<file path="src/common/lmx_pkg.sv">
package lmx_pkg;
  // Instruction word layout
  localparam int INSTR_W = 14;
  localparam int DATA_W = 8;
  localparam int FADDR_W = 7;
  localparam int DEST_BIT = 7;
  localparam int NUM_FILES = 128;
  localparam int PHASES = 4;

  // Opcode fields, bits 13:8, 13:10 or 13:7 depending on opcode
  localparam logic [5:0] OP_OR_WORK_WITH_FILE = 6'h04;
  localparam logic [5:0] OP_MOVE_FILE_TO_DEST = 6'h08;
  localparam logic [3:0] OP_LOAD_LITERAL_HI = 4'hc;
  localparam logic [6:0] OP_STORE_WORK_HI = 7'h01;

  // Reset values
  localparam logic [7:0] WORK_RESET = 8'h00;
  localparam logic [7:0] FILE_RESET = 8'h00;
  localparam logic [1:0] PHASE_RESET = 2'h0;

  typedef enum logic [2:0] {
    LMX_OP_NONE = 3'b000,
    LMX_OP_OR = 3'b001,
    LMX_OP_LIT = 3'b010,
    LMX_OP_MOVE_FILE_TO_DEST = 3'b011,
    LMX_OP_STORE = 3'b100,
    LMX_OP_NOP = 3'b101
  } lmx_op_t;

  typedef enum logic [1:0] {
    LMX_Q1 = 2'b00,
    LMX_Q2 = 2'b01,
    LMX_Q3 = 2'b10,
    LMX_Q4 = 2'b11
  } lmx_phase_t;

  typedef struct packed {
    lmx_op_t op;
    logic [6:0] fileAddr;
    logic dest;
    logic [7:0] literal;
  } lmx_decoded_t;

  typedef struct packed {
    logic [7:0] work;
    logic zero;
  } lmx_core_state_t;
endpackage : lmx_pkg

</file>
<file path="src/design/lmx_decoder.sv">
`timescale 1ns/1ns
`default_nettype none
module lmx_decoder
  import lmx_pkg::*;
(
  // Instruction word
  input wire logic [INSTR_W-1:0] instr,
  // Decoded fields
  output lmx_decoded_t decoded
);
  always_comb begin
    decoded.fileAddr = instr[FADDR_W-1:0];
    decoded.dest = instr[DEST_BIT];
    decoded.literal = instr[DATA_W-1:0];
    if (instr[13:8] == OP_OR_WORK_WITH_FILE) begin
      decoded.op = LMX_OP_OR;
    end else if (instr[13:8] == OP_MOVE_FILE_TO_DEST) begin
      decoded.op = LMX_OP_MOVE_FILE_TO_DEST;
    end else if (instr[13:10] == OP_LOAD_LITERAL_HI) begin
      decoded.op = LMX_OP_LIT;
    end else if (instr[13:7] == OP_STORE_WORK_HI) begin
      decoded.op = LMX_OP_STORE;
    end else if (instr[13:7] == 7'h00 && instr[4:0] == 5'h00) begin
      // Bits 6:5 ignored so every variant decodes alike
      decoded.op = LMX_OP_NOP;
    end else begin
      decoded.op = LMX_OP_NONE;
    end
  end
endmodule : lmx_decoder
`default_nettype wire

</file>
<file path="src/design/lmx_exec.sv">
`timescale 1ns/1ns
`default_nettype none
module lmx_exec
  import lmx_pkg::*;
(
  // Clock and reset
  input wire logic mclk,
  input wire logic rstn,
  // Program memory
  input wire logic [INSTR_W-1:0] instrWord,
  output logic instrFetch,
  // Observed state
  output logic [DATA_W-1:0] workReg,
  output logic zeroFlag,
  output logic [1:0] phase,
  output logic instrDone,
  output logic unknownInstr
);
  typedef struct packed {
    lmx_phase_t phase;
    logic [INSTR_W-1:0] instr;
    logic [DATA_W-1:0] operand;
    logic [DATA_W-1:0] result;
    lmx_core_state_t core;
    logic done;
    logic unknown;
    logic wrEn;
    logic [FADDR_W-1:0] wrAddr;
    logic [DATA_W-1:0] wrData;
  } lmx_state_t;

  lmx_state_t st;
  lmx_state_t next_st;
  logic [DATA_W-1:0] files [NUM_FILES];
  lmx_decoded_t dec;
  logic rstnSafe;
  // Kept outside the state struct: it resets on the raw pin, the rest on the safe copy
  logic [1:0] rstSync;

  // Reset release through two flops
  always_ff @(posedge mclk or negedge rstn) begin
    if (!rstn) begin
      rstSync <= 2'b00;
    end else begin
      rstSync <= {rstSync[0], 1'b1};
    end
  end
  assign rstnSafe = rstSync[1];

  lmx_decoder u_dec (
    .instr(st.instr),
    .decoded(dec)
  );

  always_comb begin
    next_st = st;
    next_st.done = 1'b0;
    next_st.wrEn = 1'b0;
    case (st.phase)
      LMX_Q1: begin
        // Latch word; decode follows from the latched copy
        next_st.instr = instrWord;
        next_st.unknown = 1'b0;
        next_st.phase = LMX_Q2;
      end
      LMX_Q2: begin
        next_st.operand = (dec.op == LMX_OP_LIT) ? dec.literal : files[dec.fileAddr];
        next_st.unknown = (dec.op == LMX_OP_NONE);
        next_st.phase = LMX_Q3;
      end
      LMX_Q3: begin
        case (dec.op)
          LMX_OP_OR: next_st.result = st.core.work | st.operand;
          LMX_OP_MOVE_FILE_TO_DEST: next_st.result = st.operand;
          LMX_OP_LIT: next_st.result = st.operand;
          LMX_OP_STORE: next_st.result = st.core.work;
          default: next_st.result = st.result;
        endcase
        next_st.phase = LMX_Q4;
      end
      LMX_Q4: begin
        case (dec.op)
          LMX_OP_OR, LMX_OP_MOVE_FILE_TO_DEST: begin
            next_st.core.zero = (st.result == 8'h00);
            if (dec.dest) begin
              next_st.wrEn = 1'b1;
              next_st.wrAddr = dec.fileAddr;
              next_st.wrData = st.result;
            end else begin
              next_st.core.work = st.result;
            end
          end
          LMX_OP_LIT: next_st.core.work = st.result;
          LMX_OP_STORE: begin
            next_st.wrEn = 1'b1;
            next_st.wrAddr = dec.fileAddr;
            next_st.wrData = st.result;
          end
          default: begin
            // Nothing touched, cycle just elapses
          end
        endcase
        next_st.done = 1'b1;
        next_st.phase = LMX_Q1;
      end
      default: next_st.phase = LMX_Q1;
    endcase
  end

  always_ff @(posedge mclk or negedge rstnSafe) begin
    if (!rstnSafe) begin
      st.phase <= LMX_Q1;
      st.instr <= '0;
      st.operand <= '0;
      st.result <= '0;
      st.core <= '{work: WORK_RESET, zero: 1'b0};
      st.done <= 1'b0;
      st.unknown <= 1'b0;
      st.wrEn <= 1'b0;
      st.wrAddr <= '0;
      st.wrData <= '0;
    end else begin
      st.phase <= next_st.phase;
      st.instr <= next_st.instr;
      st.operand <= next_st.operand;
      st.result <= next_st.result;
      st.core <= next_st.core;
      st.done <= next_st.done;
      st.unknown <= next_st.unknown;
      st.wrEn <= next_st.wrEn;
      st.wrAddr <= next_st.wrAddr;
      st.wrData <= next_st.wrData;
    end
  end

  // File write lands at the edge that closes Q1; Q2 read is captured one edge later, so no hazard
  always_ff @(posedge mclk or negedge rstnSafe) begin
    if (!rstnSafe) begin
      for (int i = 0; i < NUM_FILES; i++) begin
        files[i] <= FILE_RESET;
      end
    end else if (st.wrEn) begin
      files[st.wrAddr] <= st.wrData;
    end
  end

  assign instrFetch = (st.phase == LMX_Q1) && rstnSafe;
  assign workReg = st.core.work;
  assign zeroFlag = st.core.zero;
  assign phase = st.phase;
  assign instrDone = st.done;
  assign unknownInstr = st.unknown;
endmodule : lmx_exec
`default_nettype wire

</file>
<file path="config.mk">
export PLATFORM = sky130hd
export DESIGN_NAME = lmx_exec
export DESIGN_NICKNAME = d
export VERILOG_FILES = /design/src/common/lmx_pkg.sv /design/src/design/lmx_decoder.sv /design/src/design/lmx_exec.sv
export SDC_FILE = /design/constraint.sdc
export NUM_CORES = 1
export LEC_CHECK = 0
export BUFFER_PORTS_ARGS = -buffer_cell sky130_fd_sc_hd__buf_2
export CAP_MARGIN = 20
export CORE_MARGIN = 2
export CORE_UTILIZATION = 46
export CTS_CLUSTER_SIZE = 10
export DETAILED_ROUTE_END_ITERATION = 8
export MAX_ROUTING_LAYER = met4
export PLACE_DENSITY = 0.65
export RECOVER_POWER = 100
export SLEW_MARGIN = 40
export SYNTH_ARGS = -nofsm -noshare
export SYNTH_HDL_FRONTEND = slang
export SYNTH_HIERARCHICAL = 1
export SYNTH_SLANG_ARGS = --single-unit
</file>
<file path="constraint.sdc">
create_clock -name mclk -period 59.7 [get_ports mclk]
set_input_delay 5.97 -clock mclk [delete_from_list [all_inputs] [get_ports mclk]]
set_output_delay 5.97 -clock mclk [all_outputs]
set_load 0.01 [all_outputs]
</file>
==> reports/qor.yml, run 1 <==
run_status:
  status: "complete, but fails checks"
  violations: "max-capacitance violations, max-slew violations"
clock_network:
  htreeDepth: 3
  tritoncts: "done"
  postCtsSetupBuffers: 0
  clk_latency_ns: 0.71
  cts_sinks: 1085
  clkTransAtPathRegs_ns: 0.05
  post_cts_resized: 0
  root_buffer: "clkbuf_16"
  cts_buffers: 121
  hold_buffers: 0
  clock_path_buffers: 3
sta:
  fin_crit_ns: 12.98
  max_freq_mhz: 77.1
  rsz0062_at_grt: "no"
  setup_viol: 0
  period_share_pct: 21.7
  holdWs_ns: 0.358
  slew_viol_final: 1299
  finClkSkew_ns: 0.0254
  fin_tns_setup_ns: 0
  finalHoldViolCount: 0
  relSlewSlack_pct: -268
  worst_pin_slew_ns: 5.52
synth:
  yosysWarningCount: 6
  synth-seq-cells: 1085
  synth_top_family_by_area: "multiplexers"
  yosys.cell_types.count: 51
  synth_area_sq_um: 49600
  async_flop_share_pct: 100
  synth-adder-area-share_pct: 0.101
  syn_avg_cell_area_sq_um: 15.2
  synth_nets: 3274
  synth.area.mux_share_pct: 37.1
  yosys.area.top_type: "dfrtp_1"
  synth_edf_count: 0
  netlist_instances: 3254
  synth_compound_area_share_pct: 2.31
  synthXorXnorAreaFrac_pct: 0
  ys_top_cells_by_area: "dfrtp_1 55%, mux2_2 24%, mux4_2 11%"
  synth_top_flop_cell: "dfrtp_1"
  yosys.area_share.simple_pct: 3.14
  yosysSeqAreaShare_pct: 54.7
  yosys.area.top_type_share_pct: 54.7
routing:
  drc: 0
  antenna_left: 0
  drtIter0Drc: 2500
  viasPerCell: 6.14
  drt_first_pass_iters: 7
  wl_per_cell_um: 27.6
  vias: 28500
  routed_wl_mm: 128
finish:
  multi_input_area_sq_um: 21200
  fillers: 8798
  drive_gt1_share_pct: 46.8
  seq_area_sq_um: 27200
  nNetsFinal: 3218
  final_util_pct: 50.4
  area_growth_pct: 8.73
floorplanning:
  die_h_um: 332
  io_pins: 30
  die_area_sq_um: 111000
  start_util_pct: 46.4
  die_w_um: 332
  core_sq_um: 107000
  row_count: 120
power:
  p_comb_share_pct: 4.3
  clockPowerShare_pct: 44.6
  p_int_w: 0.00113
  p_leak_nw: 25.7
  seqPwrFrac_pct: 51.2
  p_sw_w: 0.000342
  p_per_area_nw_per_um2: 27.3
  p_sw_share_pct: 23.2
  ir_drop_mv: 0.0236
  power_w: 0.00147
grt:
  grt_antenna_before_repair: 7
  grt.overflow.total: 0
  grt_pass1_wl_mm: 197
  grt_max_degree: 178
  track_usage_pct: 24.2
  grt_pass1_vias: 30400
placement:
  gp_congestion: 0.864
  port-buffer-count: 29
  dp_hpwl_mm: 82.1
min_path:
  hp-class: "flip-flop to flip-flop"
worst_setup_path:
  critPathKind: "flip-flop to asynchronous set/reset pin"
  critPathCaptureType: "asynchronous set/reset pin"
  required_ns: 59.36
  cp_max_fo: 96
  cp.arrival_ns: 12.63
  startpoint_type: "flip-flop"
flow_run:
  maxCapViolations: 24
-- routing by layer --
layer / vias to the layer above / wire length, um / GRT usage, %
met1: 15400 / 56000 / 33.3
met4: 0 / 4360 / 7.88
li1: 11900 / - / -
met5: - / 0 / -
met2: 861 / 59700 / 36.5
met3: 267 / 8140 / 4.37
-- placed cells by master, fill, tap and decap left out, drive strengths merged, types with 3 or more instances in the layout --
master and n:
and2 4, ha 4, clkbuf 188, mux2 1055, a31o 3, a221o 3
nand2 160, or3b 3, inv 9, o2bb2ai 3, a31oi 8, mux2i 86
o2111ai 3, clkinv 3, a211oi 9, and3 10, nor3 12, nand4 4
buf 44, nor4 7, a22oi 19, o311ai 5, o22ai 20, o32ai 5
nor2 68, nand2b 15, mux4 251, diode 7, nand3 9, nand4b 5
a221oi 21, o221ai 5, o21ai 47, nor2b 17, nand3b 8, a21oi 17
dfrtp 1085, or2 6
-- worst max-delay path, cell delays in order, from the launching register on --
cell and delay, ns:
dfrtp_1 1.75, clkbuf_1 0.92, clkbuf_1 2.34, clkbuf_1 3.17
clkbuf_1 3.56
-- power by group through the flow --
stage               clock network (W)  registers (W)  logic (W)
global placement                    0       0.000766  0.0000621
global route                 0.000702       0.000754  0.0000686
finish                       0.000657       0.000754  0.0000629
CTS                          0.000672       0.000754  0.0000645
floorplan                           0       0.000768  0.0000387
detailed placement                  0       0.000767  0.0000645
-- final timing paths --
path                       slack (ns)        from  cells past startpoint          to
min                              0.36  rstSync[0]                      0  rstSync[1]
min reg2reg                      0.36  rstSync[0]                      0  rstSync[1]
max                             46.72  rstSync[1]                      4  files[375]
max in group mclk               47.04      st[43]                      8      st[42]
max reg2reg                     46.72  rstSync[1]                      4  files[375]
min in group asynchronous        0.87  rstSync[1]                      0  files[965]
-- kinds of logic after synthesis --
kind of cell | count (synthesis)
buf+inv | 271
compound gates | 170
simple gates | 331
mux | 1392
other cells | 1
fa+ha+maj | 4
flops | 1085
-- area by class of cell --
| type | instances | area share [%] |
|---|---|---|
| Antenna cell | 7 | 0.0325 |
| Inverter | 6 | 0.0417 |
| Timing Repair Buffer | 86 | 0.921 |
| Clock inverter | 8 | 0.209 |
| Sequential cell | 1085 | 50.4 |
| Clock buffer | 146 | 5.94 |
| Tap cell | 1403 | 3.25 |
| Multi-Input combinational cell | 1898 | 39.2 |
-- cell usage after synthesis, types with 6 or more instances --
cell	instances
mux4_2	251
a21oi_1	17
nand3_1	9
a211oi_1	9
nor2_1	67
a221oi_1	21
nand2_1	160
clkbuf_1	166
a31oi_1	8
buf_4	50
mux2_2	1054
and3_1	10
buf_2	31
buf_1	9
nand2b_1	15
o22ai_1	20
buf_6	9
dfrtp_1	1085
nor2b_1	17
a22oi_1	19
nor3_1	8
mux2i_1	86
or2_2	6
o21ai_0	42
nand3b_1	8
inv_1	6
-- metrics by stage --
| step | std cells | setup WS (ns) | instance area (sq um) |
|---|---|---|---|
| finish | 4639 | 46.72 | 54000 |
| global route | 4638 | 43.99 | 53900 |
| CTS | 4628 | 51.51 | 54200 |
| detailed placement | 4474 | 52.28 | 50900 |
| global placement | 4468 | 52.33 | 50700 |
| floorplan | 3254 | 27.20 | 49600 |
-- state kept, by name (all words and copies together), names as in the netlist --
name	cells
instrDone	1
rstSync	2
st	46
zeroFlag	1
phase	2
unknownInstr	1
workReg	8
files	1024
Note: power is estimated with default switching activity, not from simulation.
==> inputs of run 2 (changes only) <==
--- a/config.mk
+++ b/config.mk
@@ -12,7 +12,7 @@
 export CTS_CLUSTER_SIZE = 10
 export DETAILED_ROUTE_END_ITERATION = 8
 export MAX_ROUTING_LAYER = met4
-export PLACE_DENSITY = 0.65
+export PLACE_DENSITY = 0.67
 export RECOVER_POWER = 100
 export SLEW_MARGIN = 40
 export SYNTH_ARGS = -nofsm -noshare
==> constraint.sdc (replaced) <==
create_clock -name mclk -period 11.78 [get_ports mclk]
set_input_delay 1.178 -clock mclk [delete_from_list [all_inputs] [get_ports mclk]]
set_output_delay 1.178 -clock mclk [all_outputs]
set_load 0.01 [all_outputs]
==> reports/qor.yml, run 2 (synthesis results as in run 1) <==
finish:
  top_register: "files"  # unchanged
  fillers: 8882  # was 8,798
  area_growth_pct: 8.82  # was 8.73%
  finalInstanceArea_sq_um: 54000  # about the same
  drive_gt1_share_pct: 47.1  # was 46.8%
  antennaDiodeCount: 0  # was 7
  final_common_cell: "dfrtp_1"  # unchanged
  layout_common_cells: "1,074 x dfrtp_1, 1,052 x mux2_2, 251 x mux4_2, 160 x nand2_1, 124 x clkbuf_16"  # was 1,074 x dfrtp_1, 1,047 x mux2_2, 251 x mux4_2, 160 x nand2_1, 123 x clkbuf_16
  nNetsFinal: 3213  # was 3,218
  largest_register_ffs: 1024  # unchanged
clock_network:
  cts_buffers: 120  # was 121
  postCtsSetupBuffers: 0  # unchanged
  root_buffer: "clkbuf_16"  # unchanged
  hold_buffers: 0  # unchanged
  htreeDepth: 3  # unchanged
  post_cts_resized: 0  # unchanged
  cts_sinks: 1085  # unchanged
  tritoncts: "done"  # unchanged
  clkTransAtPathRegs_ns: 0.06  # was 0.05 ns
  clk_latency_ns: 0.70  # was 0.71 ns
  clock_path_buffers: 3  # unchanged
floorplanning:
  die_h_um: 332  # unchanged
  start_util_pct: 46.4  # unchanged
  die_area_sq_um: 111000  # unchanged
  row_count: 120  # unchanged
  die_w_um: 332  # unchanged
  io_pins: 30  # unchanged
  core_sq_um: 107000  # unchanged
sta:
  max_freq_mhz: 164  # was 77.1 MHz
  rsz0062_at_grt: "no"  # unchanged
  finalHoldViolCount: 0  # unchanged
  fin_crit_ns: 6.08  # was 12.98 ns
  worst_pin_slew_ns: 4.36  # was 5.52 ns
  fin_tns_setup_ns: 0  # unchanged
  finClkSkew_ns: 0.0276  # was 0.0254 ns
  setup_viol: 0  # unchanged
  slew_viol_final: 419  # was 1,299
  period_share_pct: 51.7  # was 21.7%
  relSlewSlack_pct: -191  # was -268%
min_path:
  hp-class: "input pin to asynchronous set/reset pin"  # was flip-flop to flip-flop
routing:
  antenna_left: 0  # unchanged
  routed_wl_mm: 121  # was 128 mm
  drt_first_pass_iters: 5  # was 7
  viasPerCell: 6.09  # was 6.14
  wl_per_cell_um: 26.2  # was 27.6 um
  vias: 28100  # was 28,500
  drtIter0Drc: 2201  # was 2,500
  drc: 0  # unchanged
worst_setup_path:
  startpoint_type: "flip-flop"  # unchanged
  critPathCaptureType: "flip-flop"  # was asynchronous set/reset pin
  cp_max_fo: 35  # was 96
  required_ns: 12.34  # was 59.36 ns
  worst-r2r-cell-count: 10  # was 4
  rrSetupSlack_ns: 5.70  # was 46.72 ns
  cp.arrival_ns: 6.64  # was 12.63 ns
  cp-startpoint: "st[44]"  # was rstSync[1]
  critPathKind: "flip-flop to flip-flop"  # was flip-flop to asynchronous set/reset pin
  rr_startpoint: "st[44]"  # was rstSync[1]
  r2r_end: "st[36]"  # was files[375]
run_status:
  violations: "max-capacitance violations, max-slew violations"  # unchanged
  status: "complete, but fails checks"  # unchanged
grt:
  track_usage_pct: 22.9  # was 24.2%
  grt.overflow.total: 0  # unchanged
  grt_pass1_wl_mm: 188  # was 197 mm
  grt_antenna_before_repair: 1  # was 7
  grt_pass1_vias: 28900  # was 30,400
  grt_max_degree: 112  # was 178
power:
  p_leak_nw: 25.7  # about the same
  p_per_area_nw_per_um2: 137  # was 27.3 nW/um^2
  ir_drop_mv: 0.114  # was 0.0236 mV
placement:
  dp_hpwl_mm: 77.0  # was 82.1 mm
  port-buffer-count: 29  # unchanged
  gp_congestion: 0.844  # was 0.864
  dpl-instance-area_sq_um: 50900  # about the same
flow_run:
  maxCapViolations: 11  # was 24
## run 2: changes by cell type in the layout (fill, tap and decap cells not counted), sizes merged
cell | before | now
clkbuf | 188 | 174
inv | 9 | 7
buf | 44 | 49
clkinvlp | 1 | 0
clkinv | 3 | 4
diode | 7 | 0
## run 2: report_power, final
part | internal [W] | total (W) | switching, W
clock | 0.00188 | 0.00329 | 0.00141
combinational | 0.0000918 | 0.000314 | 0.000223
sequential | 0.00375 | 0.00382 | 0.0000652
total | 0.00572 | 0.00742 | 0.00170
## run 2: critical path, stage by stage (launching register included)
cell,delay (ns)
dfrtp_1,1.23
clkbuf_1,2.07
nor3_1,0.26
a311oi_1,0.38
a211oi_1,0.17
or3b_2,0.55
and3_1,0.30
nand3_1,0.12
o2111ai_1,0.14
a211oi_1,0.56
o2bb2ai_1,0.15
## run 2: worst max-delay path by stage
stage | to
after floorplan | files[0]
final | st[36]
after global placement | st[42]
after CTS | st[42]
after detailed placement | st[42]
after global routing | files[633]
## run 2: metal layers
| layer | GRT usage [%] | routed length (um) | up-vias |
|---|---|---|---|
| met3 | 3.99 | 7310 | 208 |
| met4 | 5.94 | 2870 | 0 |
| met5 | - | 0 | - |
| met1 | 33.0 | 55400 | 15300 |
| li1 | - | - | 11900 |
| met2 | 33.8 | 55700 | 679 |
## run 2: per-stage QoR
step                      setup WS [ns]  total power [W]  utilization, %  hold WS, ns  std cells
after global routing               5.07          0.00767            50.4        0.250       4621
after detailed placement           7.61          0.00420            47.6        0.335       4471
after floorplan                    1.38          0.00408               -        0.331       3254
after global placement             7.37          0.00420            47.3        0.332       4467
after CTS                          7.58          0.00750            50.6        0.217       4618
final                              5.70          0.00742            50.4        0.272       4621
## run 2: area by class of cell
type / instances / area [sq um] / area share [%]
inverter: 6 / 22.5 / 0.0417
sequential: 1085 / 27200 / 50.4
clock inverter: 6 / 70.1 / 0.130
timing repair buffer: 82 / 647 / 1.20
tap: 1403 / 1760 / 3.25
multi-input combinational: 1898 / 21100 / 39.1
clock buffer: 141 / 3180 / 5.88
